--- config.mk ---
export PLATFORM = sky130hd
export DESIGN_NAME = panel_bus_master
export DESIGN_NICKNAME = d
export VERILOG_FILES = /design/src/panel_bus_pkg.sv /design/src/panel_bus_master.sv /design/src/sync3.sv
export SDC_FILE = /design/constraint.sdc
export NUM_CORES = 1
export LEC_CHECK = 0
export BUFFER_PORTS_ARGS = -buffer_cell sky130_fd_sc_hd__buf_2
export CAP_MARGIN = 20
export CORE_MARGIN = 2
export CORE_UTILIZATION = 59
export DETAILED_ROUTE_END_ITERATION = 12
export PLACE_DENSITY = 0.84
export SLEW_MARGIN = 25
export SYNTH_ARGS = -nofsm -noshare
export SYNTH_HDL_FRONTEND = slang
export SYNTH_SLANG_ARGS = --single-unit
--- constraint.sdc ---
create_clock -name i_clk -period 3 [get_ports i_clk]
set_input_delay 0.6 -clock i_clk [delete_from_list [all_inputs] [get_ports i_clk]]
set_output_delay 0.6 -clock i_clk [all_outputs]
set_load 0.03 [all_outputs]
--- src/panel_bus_pkg.sv ---
package panel_bus_pkg;

  // ---------------------------------------------------------------------------
  // Timing
  // ---------------------------------------------------------------------------
  localparam int CLK_PERIOD_PS   = 5000;
  localparam int WR_LOW_NS       = 50;
  localparam int WR_HIGH_NS      = 50;
  localparam int RD_LOW_NS       = 150;
  localparam int RD_HIGH_NS      = 150;
  localparam int DATA_SETUP_NS   = 25;
  localparam int INIT_LOW_NS     = 10000;
  localparam int WR_LOW_CYC      = (WR_LOW_NS * 1000 + CLK_PERIOD_PS - 1) / CLK_PERIOD_PS;
  localparam int WR_HIGH_CYC     = (WR_HIGH_NS * 1000 + CLK_PERIOD_PS - 1) / CLK_PERIOD_PS;
  localparam int RD_LOW_CYC      = (RD_LOW_NS * 1000 + CLK_PERIOD_PS - 1) / CLK_PERIOD_PS;
  localparam int RD_HIGH_CYC     = (RD_HIGH_NS * 1000 + CLK_PERIOD_PS - 1) / CLK_PERIOD_PS;
  localparam int SETUP_CYC       = (DATA_SETUP_NS * 1000 + CLK_PERIOD_PS - 1) / CLK_PERIOD_PS;
  localparam int INIT_LOW_CYC    = (INIT_LOW_NS * 1000 + CLK_PERIOD_PS - 1) / CLK_PERIOD_PS;
  localparam int CNT_W           = 12;

  // ---------------------------------------------------------------------------
  // Bus fields and reset values
  // ---------------------------------------------------------------------------
  localparam int BUS_W           = 16;
  localparam logic RST_SEL_N     = 1'b1;
  localparam logic RST_STROBE_N  = 1'b1;
  localparam logic RST_CMD_SEL   = 1'b0;
  localparam logic RST_HV        = 1'b0;

  typedef enum logic [1:0]
  {
    OP_READ_STATUS,
    OP_WRITE_INDEX,
    OP_READ_MEMORY,
    OP_WRITE_DATA
  } op_t;

  typedef struct packed
  {
    op_t              op;
    logic [BUS_W-1:0] wdata;
  } req_t;

  typedef struct packed
  {
    logic sel_n;
    logic cmd_data_sel;
    logic fetch_n;
    logic store_n;
  } ctl_t;

endpackage : panel_bus_pkg

--- src/panel_bus_master.sv ---
// How it works
// - Status read: select low, command low, fetch low.
// - Index write: command low, store strobe pulsed.
// - Memory read: command high, fetch pulsed.
// - Data write: command high, store pulsed.
// - One 16-bit bidirectional bus carries everything.
// - Init pulse driven low then released.
// - Store strobe low while write data driven.
// - Fetch strobe low while panel data sampled.
// - Write strobe low and high 50 ns each.
// - Read strobe low and high 150 ns each.
// - Output enables the external high-voltage supply.
// - Supply enable high means converter on.
`timescale 1ns/1ps
`default_nettype none

module panel_bus_master
#(
  parameter int INIT_CYC = panel_bus_pkg::INIT_LOW_CYC
)
(
  input  wire logic                             i_clk,
  input  wire logic                             i_rst_n,
  input  wire logic                             i_req_valid,
  input  wire panel_bus_pkg::req_t              i_req,
  output logic                                  o_req_ready,
  output logic                                  o_rd_valid,
  output logic [panel_bus_pkg::BUS_W-1:0]       o_rd_data,
  input  wire logic                             i_init_start,
  input  wire logic                             i_hv_supply_req,
  output logic                                  o_init_busy,
  output logic                                  o_hv_supply_on,
  output logic                                  o_panel_init_pulse_n,
  output panel_bus_pkg::ctl_t                   o_ctl,
  output logic [panel_bus_pkg::BUS_W-1:0]       o_panel_bus,
  output logic                                  o_panel_bus_oe,
  input  wire logic [panel_bus_pkg::BUS_W-1:0]  i_panel_bus
);

  // ---------------------------------------------------------------------------
  // Parameter checks
  // ---------------------------------------------------------------------------
  if (INIT_CYC < 1 || INIT_CYC > 4095)
  begin : g_bad_init
    $error("INIT_CYC out of range");
  end

  typedef enum logic [2:0]
  {
    ST_IDLE,
    ST_INIT,
    ST_SETUP,
    ST_LOW,
    ST_HIGH
  } state_t;

  localparam logic [panel_bus_pkg::CNT_W-1:0] WL   = panel_bus_pkg::CNT_W'(panel_bus_pkg::WR_LOW_CYC);
  localparam logic [panel_bus_pkg::CNT_W-1:0] WH   = panel_bus_pkg::CNT_W'(panel_bus_pkg::WR_HIGH_CYC);
  localparam logic [panel_bus_pkg::CNT_W-1:0] RL   = panel_bus_pkg::CNT_W'(panel_bus_pkg::RD_LOW_CYC);
  localparam logic [panel_bus_pkg::CNT_W-1:0] RH   = panel_bus_pkg::CNT_W'(panel_bus_pkg::RD_HIGH_CYC);
  localparam logic [panel_bus_pkg::CNT_W-1:0] SU   = panel_bus_pkg::CNT_W'(panel_bus_pkg::SETUP_CYC);
  localparam logic [panel_bus_pkg::CNT_W-1:0] INIT = panel_bus_pkg::CNT_W'(INIT_CYC);

  // ---------------------------------------------------------------------------
  // Input synchroniser for the panel-driven bus
  // ---------------------------------------------------------------------------
  logic [panel_bus_pkg::BUS_W-1:0] bus_in;

  sync3 #(.W(panel_bus_pkg::BUS_W)) u_sync
  (
    .i_clk   (i_clk),
    .i_rst_n (i_rst_n),
    .i_async (i_panel_bus),
    .o_sync  (bus_in)
  );

  // ---------------------------------------------------------------------------
  // Transfer sequencer
  // ---------------------------------------------------------------------------
  state_t                          state;
  state_t                          next_state;
  logic [panel_bus_pkg::CNT_W-1:0] cnt;
  logic [panel_bus_pkg::CNT_W-1:0] next_cnt;
  panel_bus_pkg::op_t              op;
  panel_bus_pkg::op_t              next_op;
  logic [panel_bus_pkg::BUS_W-1:0] wdata;
  logic [panel_bus_pkg::BUS_W-1:0] next_wdata;
  panel_bus_pkg::ctl_t             next_ctl;
  logic                            next_oe;
  logic                            next_init_n;
  logic                            next_ready;
  logic                            next_rd_valid;
  logic [panel_bus_pkg::BUS_W-1:0] next_rd_data;
  logic                            is_wr;
  logic                            is_rd;

  assign is_wr = (op == panel_bus_pkg::OP_WRITE_INDEX) || (op == panel_bus_pkg::OP_WRITE_DATA);
  assign is_rd = !is_wr;

  always_comb
  begin
    next_state    = state;
    next_cnt      = cnt;
    next_op       = op;
    next_wdata    = wdata;
    next_ctl      = o_ctl;
    next_oe       = o_panel_bus_oe;
    next_init_n   = o_panel_init_pulse_n;
    next_ready    = 1'b0;
    next_rd_valid = 1'b0;
    next_rd_data  = o_rd_data;
    case (state)
      ST_IDLE:
      begin
        next_ctl.sel_n   = 1'b1;
        next_ctl.fetch_n = 1'b1;
        next_ctl.store_n = 1'b1;
        next_oe          = 1'b0;
        if (i_init_start)
        begin
          next_init_n = 1'b0;
          next_cnt    = INIT;
          next_state  = ST_INIT;
        end
        else if (i_req_valid && o_req_ready)
        begin
          next_op    = i_req.op;
          next_wdata = i_req.wdata;
          // Command select low addresses index/status, high addresses data.
          next_ctl.cmd_data_sel = (i_req.op == panel_bus_pkg::OP_READ_MEMORY) ||
                                  (i_req.op == panel_bus_pkg::OP_WRITE_DATA);
          next_ctl.sel_n = 1'b0;
          // Only writes drive the bus; reads leave it to the panel.
          next_oe    = (i_req.op == panel_bus_pkg::OP_WRITE_INDEX) ||
                       (i_req.op == panel_bus_pkg::OP_WRITE_DATA);
          next_cnt   = SU;
          next_state = ST_SETUP;
        end
        else
        begin
          next_ready = 1'b1;
        end
      end
      ST_INIT:
      begin
        if (cnt <= 1)
        begin
          next_init_n = 1'b1;
          next_ready  = 1'b1;
          next_state  = ST_IDLE;
        end
        else
        begin
          next_cnt = cnt - 1'b1;
        end
      end
      ST_SETUP:
      begin
        if (cnt <= 1)
        begin
          next_ctl.store_n = !is_wr;
          next_ctl.fetch_n = !is_rd;
          next_cnt         = is_wr ? WL : RL;
          next_state       = ST_LOW;
        end
        else
        begin
          next_cnt = cnt - 1'b1;
        end
      end
      ST_LOW:
      begin
        if (cnt <= 1)
        begin
          next_ctl.store_n = 1'b1;
          next_ctl.fetch_n = 1'b1;
          if (is_rd)
          begin
            next_rd_data  = bus_in;
            next_rd_valid = 1'b1;
          end
          next_cnt   = is_wr ? WH : RH;
          next_state = ST_HIGH;
        end
        else
        begin
          next_cnt = cnt - 1'b1;
        end
      end
      ST_HIGH:
      begin
        if (cnt <= 1)
        begin
          next_ctl.sel_n = 1'b1;
          next_oe        = 1'b0;
          next_ready     = 1'b1;
          next_state     = ST_IDLE;
        end
        else
        begin
          next_cnt = cnt - 1'b1;
        end
      end
      default:
      begin
        next_state = ST_IDLE;
      end
    endcase
  end

  always_ff @(posedge i_clk)
  begin
    if (!i_rst_n)
    begin
      state                <= ST_IDLE;
      cnt                  <= '0;
      op                   <= panel_bus_pkg::OP_READ_STATUS;
      wdata                <= '0;
      o_ctl                <= '{panel_bus_pkg::RST_SEL_N, panel_bus_pkg::RST_CMD_SEL,
                                panel_bus_pkg::RST_STROBE_N, panel_bus_pkg::RST_STROBE_N};
      o_panel_bus_oe       <= 1'b0;
      o_panel_init_pulse_n <= 1'b1;
      o_req_ready          <= 1'b0;
      o_rd_valid           <= 1'b0;
      o_rd_data            <= '0;
    end
    else
    begin
      state                <= next_state;
      cnt                  <= next_cnt;
      op                   <= next_op;
      wdata                <= next_wdata;
      o_ctl                <= next_ctl;
      o_panel_bus_oe       <= next_oe;
      o_panel_init_pulse_n <= next_init_n;
      o_req_ready          <= next_ready;
      o_rd_valid           <= next_rd_valid;
      o_rd_data            <= next_rd_data;
    end
  end

  // ---------------------------------------------------------------------------
  // Bus drive, init status and supply enable
  // ---------------------------------------------------------------------------
  logic [panel_bus_pkg::BUS_W-1:0] next_bus;
  logic                            next_busy;
  logic                            next_hv;

  always_comb
  begin
    next_bus  = next_wdata;
    next_busy = (next_state == ST_INIT);
    next_hv   = i_hv_supply_req;
  end

  always_ff @(posedge i_clk)
  begin
    if (!i_rst_n)
    begin
      o_panel_bus    <= '0;
      o_init_busy    <= 1'b0;
      o_hv_supply_on <= panel_bus_pkg::RST_HV;
    end
    else
    begin
      o_panel_bus    <= next_bus;
      o_init_busy    <= next_busy;
      o_hv_supply_on <= next_hv;
    end
  end

  // ---------------------------------------------------------------------------
  // Checks
  // ---------------------------------------------------------------------------
  logic [panel_bus_pkg::CNT_W-1:0] low_run;

  always_ff @(posedge i_clk)
  begin
    if (!i_rst_n)
    begin
      low_run <= '0;
    end
    else if (!o_ctl.store_n || !o_ctl.fetch_n || !o_panel_init_pulse_n)
    begin
      low_run <= low_run + 1'b1;
    end
    else
    begin
      low_run <= '0;
    end
  end

  a_wr_low_min: assert property (@(posedge i_clk) disable iff (!i_rst_n)
    $rose(o_ctl.store_n) |-> low_run >= WL)
    else $error("store strobe low too short");

  a_rd_low_min: assert property (@(posedge i_clk) disable iff (!i_rst_n)
    $rose(o_ctl.fetch_n) |-> low_run >= RL)
    else $error("fetch strobe low too short");

  a_wr_high_min: assert property (@(posedge i_clk) disable iff (!i_rst_n)
    $rose(o_ctl.store_n) |-> o_ctl.store_n [*8] ##1 o_ctl.store_n [*2])
    else $error("store strobe high too short");

  a_rd_high_min: assert property (@(posedge i_clk) disable iff (!i_rst_n)
    $rose(o_ctl.fetch_n) |-> o_ctl.fetch_n [*8] ##1 o_ctl.fetch_n [*8] ##1 o_ctl.fetch_n [*8]
      ##1 o_ctl.fetch_n [*6])
    else $error("fetch strobe high too short");

  a_no_both_low: assert property (@(posedge i_clk) disable iff (!i_rst_n)
    !(!o_ctl.store_n && !o_ctl.fetch_n))
    else $error("both strobes low");

  a_strobe_sel: assert property (@(posedge i_clk) disable iff (!i_rst_n)
    (!o_ctl.store_n || !o_ctl.fetch_n) |-> !o_ctl.sel_n && $stable(o_ctl.cmd_data_sel))
    else $error("strobe without select");

  a_wr_drives: assert property (@(posedge i_clk) disable iff (!i_rst_n)
    !o_ctl.store_n |-> o_panel_bus_oe && $stable(o_panel_bus))
    else $error("write strobe without bus drive");

  a_rd_release: assert property (@(posedge i_clk) disable iff (!i_rst_n)
    (!o_ctl.fetch_n || o_ctl.sel_n) |-> !o_panel_bus_oe)
    else $error("bus driven during read or idle");

  a_init_release: assert property (@(posedge i_clk) disable iff (!i_rst_n)
    (!o_panel_init_pulse_n |-> low_run < INIT) and
    ($rose(o_panel_init_pulse_n) |-> low_run == INIT))
    else $error("init pulse not released");

  a_hv_follow: assert property (@(posedge i_clk) disable iff (!i_rst_n)
    ##1 o_hv_supply_on == $past(i_hv_supply_req))
    else $error("supply enable does not follow request");

endmodule : panel_bus_master

`default_nettype wire

--- src/sync3.sv ---
`timescale 1ns/1ps
`default_nettype none

module sync3
#(
  parameter int W = 16
)
(
  input  wire logic         i_clk,
  input  wire logic         i_rst_n,
  input  wire logic [W-1:0] i_async,
  output logic      [W-1:0] o_sync
);

  logic [W-1:0] s1;
  logic [W-1:0] s2;
  logic [W-1:0] s3;
  logic [W-1:0] next_sync;

  always_comb
  begin
    next_sync = o_sync;
    if (s2 == s3)
    begin
      next_sync = s3;
    end
  end

  always_ff @(posedge i_clk)
  begin
    if (!i_rst_n)
    begin
      s1     <= '0;
      s2     <= '0;
      s3     <= '0;
      o_sync <= '0;
    end
    else
    begin
      s1     <= i_async;
      s2     <= s1;
      s3     <= s2;
      o_sync <= next_sync;
    end
  end

endmodule : sync3

`default_nettype wire

==> run metrics, run 1 <==
Pwr Total roughly 4200 uW; clk_lat worst skew just over 0.5 ns; Die X about 90 microns; grt peak-use layer met2; status finished, final reports clean; Via density 5.503; Final nets 605; pin count of the biggest net entering global routing between 70 and 80; effective utilization at floorplan 60.35%; post-cts resize count 0; placed wire-length estimate between 6000 and 7000 microns; ANT nets after route 0; Setup crit end kind register; switching share of total power 24.63%; CTS tree yes; Port Buf Inserts 80; largest area contributor in the netlist dfxtp_1; #FFs+latches synth around 120; clock share of power a little under half; Max-slew headroom 54.55%; min Tclk post-route 2.407 ns; critical path startpoint state[0]; Clk pin slew, worst setup/hold paths ~0.060 ns; min-delay src i_panel_bus[4]; post-route cell area between 5000 and 6000 sq um; met1 GRT Util 30.29%; row count 32; Post-CTS Setup Inserts 0; share of layout cells above drive strength 1 between 20% and 30%; share of the synthesized area in the top cell type between 50% and 60%; vias in the first global route between 3000 and 4000; Min-Delay Path Class in2reg; area delta synth->final 21.22%; Netlist Area Pre-Place 4639 sq um; drt first pass iters 5; first-pass GRT wire length approximately 16000 microns; final WL 9796 microns; full die area 8589 sq um; initial DRC count 257; crit-path max FO 15; H-Tree Depth 4; crit start category register; synth top area cells dfxtp_1 53%, and2_1 7.0%, nand2_1 6.7%; Worst Skew 0.01344 ns; Post-synth ARST share 0%; Worst Hold End u_sync.s1[4]; Fin. Hold Viols 0; antenna violations before repair 0; All-Layer GR Usage 24.07%; placed inst area around 5100 sq um; Residual DRC 0; reg2reg end cnt[9]; Int Pwr 3183 uW; EDFF count, synth 0; GPL Wtd Cong 0.8871; met2 usage 40.15%; R2R Setup Slk around 0.59 ns; CTS Root Cell clkbuf_8; synthesized instance count 489; hold buffers post-CTS 0; Worst R2R Start state[0]; post-layout util 73.16%; setup TNS 0 ns; register area share after synthesis 52.64%; core region area slightly below 8000 sq um; period utilization 80.22%; Yosys cell types 61; clock sink total 122; average wire per standard cell ~14 microns; unrepaired setup endpoints after global routing false; global routing usage on met3 6.347%; Worst Path Arrival between 2 and 3 ns; Static Leak 0.002281 uW; VDD IR max 0.0004175 V; Max Slew Vio Count 0; Yosys warnings 0; antenna diode count 0; Avg Cell Area, Syn ~9.5 sq um; Bufs on Longest Clock Path 2; Flop pwr share 41.9%; vias 3720; Worst Tran Pin Value just under 0.7 ns; WHS Path Cells 2; syn_nets 530; Top FF cell, synth dfxtp_1; endpoints failing setup 0; I/O Pins between 80 and 90; Net Switching roughly 1000 uW; max cap viols 0; critical path class reg2reg; DIE HEIGHT between 90 and 100 microns; TritonCTS Buffers 17; Comb power frac 11.9%; FF-to-FF path depth 5; Remaining Overflow, GRT 0; CP required 3.40 ns; Pwr Density 751.0 nW/um^2; highest clock rate 0.4155 GHz
==> state kept, by name, indices dropped and copies added, names as in the netlist <==
| register | flops |
|---|---|
| u_sync.s2 | 16 |
| op | 1 |
| o_panel_bus_oe | 1 |
| cnt | 12 |
| o_rd_valid | 1 |
| o_panel_bus | 16 |
| o_init_busy | 1 |
| o_ctl | 4 |
| u_sync.o_sync | 16 |
| o_hv_supply_on | 1 |
| state | 3 |
| o_req_ready | 1 |
| o_rd_data | 16 |
| u_sync.s1 | 16 |
| o_panel_init_pulse_n | 1 |
| u_sync.s3 | 16 |
==> worst max path at each step <==
stage,to,slack (ns),depth (start not counted)
6_report,cnt[9],0.59,5
5_1_grt,cnt[9],0.36,5
4_1_cts,cnt[9],0.66,7
3_5_place_dp,cnt[9],0.68,7
3_3_place_gp,cnt[9],0.79,7
2_1_floorplan,cnt[11],1.03,6
==> logic make-up (layout without fill, tap and decap cells) <==
family                   Yosys count  after routing  share of synthesized area [%]
XOR/XNOR                          19             19                          3.587
AO/OA/AOI/OAI                     92             92                          13.16
flip-flops                       122            122                          52.64
buffers and inverters             36            121                          3.829
multiplexers                      16             16                          3.452
AND/OR/NAND/NOR                  202            202                          22.79
adder cells (fa/ha/maj)            2              2                         0.5393
==> per-stage QoR <==
stage	hold slack [ns]	std cells	setup WS (ns)
after floorplan	0.4119	489	1.032
after global placement	0.4138	647	0.7940
after detailed placement	0.4192	647	0.6818
after CTS	0.2839	676	0.6603
after global routing	0.2871	676	0.3634
final	0.2950	676	0.5933
==> layer usage <==
layer | up-vias | wire [microns]
met5 | - | 0
met1 | 1724 | 4144
li1 | 1819 | -
met3 | 22 | 607
met4 | 0 | 178
met2 | 155 | 4865
==> cell usage in the layout (no fill, tap or decap), types with 3 or more instances in the layout <==
cell type	n
nor3_1	3
o211ai_1	3
a211oi_1	3
nand2b_1	3
dfxtp_1	122
o41ai_1	3
o22ai_1	3
o31ai_1	4
clkbuf_8	3
nand2_1	83
nand4_1	5
o32ai_1	4
nor4_1	3
inv_1	6
clkbuf_16	16
mux2i_1	16
a21oi_2	3
buf_4	5
clkinv_2	3
o21ai_0	10
buf_2	80
xnor2_1	17
a31o_2	3
and2_1	52
nor2_1	29
nand3_1	3
bufinv_16	3
a21oi_1	39
==> power by group through the flow <==
| stage | clock network [uW] | registers, uW | logic, uW |
|---|---|---|---|
| 3_5_place_dp | 0 | 1800 | 487 |
| 5_1_grt | 2060 | 1780 | 556 |
| 2_1_floorplan | 0 | 1800 | 370 |
| 6_report | 1950 | 1770 | 504 |
| 4_1_cts | 1970 | 1770 | 497 |
| 3_3_place_gp | 0 | 1790 | 474 |
==> cells in the mapped netlist (2+ instances only) <==
cell type    n
a211oi_1     3
a21oi_1     39
a21oi_2      3
a221oi_1     2
a311o_1      2
a31o_2       3
a31oi_1      2
and2_1      52
and2b_2      2
buf_2        2
buf_4        2
buf_6        3
clkbuf_1    21
dfxtp_1    122
ha_1         2
inv_1        6
mux2i_1     16
nand2_1     83
nand2b_1     3
nand3_1      3
nand4_1      5
nor2_1      29
nor3_1       3
nor4_1       3
nor4_2       2
nor4_4       2
o211ai_1     3
o21ai_0     10
o22ai_1      3
o31ai_1      4
o32ai_1      4
o41ai_1      3
or4_1        2
xnor2_1     17
xor2_1       2
==> critical path, cell delays in order (launching register included) <==
cell     delay [ns]
dfxtp_1        0.47
o21ai_0        0.48
o21ai_0        0.32
a21oi_2        0.59
o22ai_1        0.20
a31o_2         0.24
==> layout make-up <==
| class | count | area, sq um |
|---|---|---|
| multi-input combinational | 331 | 2019 |
| fill | 549 | 2063 |
| clock buffer | 21 | 449.2 |
| tap | 102 | 127.6 |
| clock inverter | 8 | 121.4 |
| sequential | 122 | 2442 |
| inverter | 7 | 26.28 |
| timing repair buffer | 85 | 437.9 |
No activity file was read; power rests on OpenSTA's default activity.
==> run 2, diff against run 1 <==
--- a/config.mk
+++ b/config.mk
@@ -8,9 +8,9 @@
 export BUFFER_PORTS_ARGS = -buffer_cell sky130_fd_sc_hd__buf_2
 export CAP_MARGIN = 20
 export CORE_MARGIN = 2
-export CORE_UTILIZATION = 59
+export CORE_UTILIZATION = 50
 export DETAILED_ROUTE_END_ITERATION = 12
-export PLACE_DENSITY = 0.84
+export PLACE_DENSITY = 0.76
 export SLEW_MARGIN = 25
 export SYNTH_ARGS = -nofsm -noshare
 export SYNTH_HDL_FRONTEND = slang
==> constraint.sdc (replaced) <==
create_clock -name i_clk -period 2.1 [get_ports i_clk]
set_input_delay 0.42 -clock i_clk [delete_from_list [all_inputs] [get_ports i_clk]]
set_output_delay 0.42 -clock i_clk [all_outputs]
set_load 0.03 [all_outputs]
==> run metrics, run 2 (same netlist as run 1, synthesis figures left out) <==
status finished, final reports clean; unrepaired setup endpoints after global routing false; final WL between 9000 and 10000 microns; Max Slew Vio Count 0; CTS tree yes; pin count of the biggest net entering global routing 42; VDD IR max a little over 0.0006 V; Critical Path Slowest Stage Cell dfxtp_1; antenna violations before repair 0; area delta synth->final 25.92%; FILL cells 719; most frequent cells in the layout 122 x dfxtp_1, 83 x nand2_1, 80 x buf_2; full die area 10070 sq um; hold buffers post-CTS 0; max cap viols 0; Final nets 622; vias 3673; min Tclk post-route 1.974 ns; leading cell type in the layout, fill and taps excluded dfxtp_1; Via density 5.210; antenna diode count 0; Fin. Hold Viols 0; area of the multi-input gates roughly 2000 sq um; drt first pass iters 4; Pwr Density 1087 nW/um^2; Worst Skew about 0.0058 ns; effective utilization at floorplan 50.93%; Die X ~100 microns; ANT nets after route 0; clk_lat worst skew 0.51 ns; period utilization 93.98%; Min-Delay Path Class in2reg; GPL Wtd Cong 0.8401; switching share of total power between 20% and 30%; Setup crit end kind register; Comb power frac 12.6%; critical path, cell by cell inv_1 > ha_1 > nor2_1 > and4b_4 > a21o_2 > and3_1 > a311o_1; placed wire-length estimate 6605 microns; vias in the first global route 3485; Pwr Total 6350 uW; Bufs on Longest Clock Path 2; Static Leak roughly 0.0024 uW; share of layout cells above drive strength 1 26.43%; FF+latch area 2442 sq um; H-Tree Depth 4; row count 35; TritonCTS Buffers 17; critical path class reg2reg; setup TNS 0 ns; Worst Tran Pin Value 0.4491 ns; CP top delay family simple AND/OR/NAND/NOR gates; Residual DRC 0; Remaining Overflow, GRT 0; Int Pwr 4713 uW; CP bufs+invs 1; I/O Pins 81; clock share of power 47.8%; CP required around 2.5 ns; Cells after DPL between 600 and 700; initial DRC count 144; core region area 9109 sq um; crit start category register; fin cells 705; Clk pin slew, worst setup/hold paths 0.06 ns; All-Layer GR Usage 19.49%; Net Switching 1637 uW; highest clock rate 0.5067 GHz; CTS Root Cell clkbuf_8; R2R Setup Slk 0.13 ns; average wire per standard cell between 10 and 15 microns; hold_ws 0.1109 ns; Max-slew headroom a little over two thirds; Port Buf Inserts 80; Worst Path Arrival 2.37 ns; crit-path max FO 10; first-pass GRT wire length 15510 microns; DIE HEIGHT 100.3 microns; CP max stage delay around 0.4 ns; endpoints failing setup 0; clock sink total 122; Flop pwr share 39.6%
[run 2: metal layers]
| metal | share of wire [%] | global-route usage, % | up-vias |
|---|---|---|---|
| met5 | 0 | 0 | - |
| met4 | 2.4 | 8.746 | 0 |
| met3 | 4.8 | 6.337 | 28 |
| met2 | 50 | 32.63 | 97 |
| met1 | 43 | 22.76 | 1687 |
| li1 | - | - | 1861 |
[run 2: area by class of cell]
| type | count | area share (%) |
|---|---|---|
| Tap cell | 111 | 2.377 |
| Clock inverter | 15 | 3.620 |
| Inverter | 7 | 0.4498 |
| Sequential cell | 122 | 41.81 |
| Timing Repair Buffer | 102 | 9.895 |
| Multi-Input combinational cell | 331 | 34.76 |
| Clock buffer | 17 | 7.089 |
[run 2: power groups by stage]
stage	combinational, uW	clock [uW]	sequential (uW)
after floorplan	529	0	2580
after detailed placement	761	0	2560
after global placement	739	0	2560
after CTS	777	3070	2510
after global routing	870	3190	2530
final	801	3030	2520
[run 2: worst paths after layout]
| kind | from | end | depth (start not counted) |
|---|---|---|---|
| worst max-delay path | cnt[0] | cnt[11] | 7 |
| worst min-delay path | i_panel_bus[4] | u_sync.s1[4] | 2 |
| worst max register to register | cnt[0] | cnt[11] | 7 |
| worst min register to register | u_sync.s1[9] | u_sync.s2[9] | 1 |
[run 2: what timing repair did]
item / 4_1_cts / 5_1_grt
cloned: 0 / 0
pin swaps: 0 / 1
endpoints found under the setup margin: 5 / 26
buffers inserted: 0 / 1
resized for setup: 1 / 3
[run 2: metrics by stage]
step           util, %  area (sq um)  setup slack [ns]
3_3_place_gp     57.06          5197           0.09949
5_1_grt          64.13          5842          0.008883
6_report         64.13          5842            0.1263
3_5_place_dp     57.06          5197          -0.01658
4_1_cts          64.01          5831         0.0006328
2_1_floorplan        -          4639            0.2337
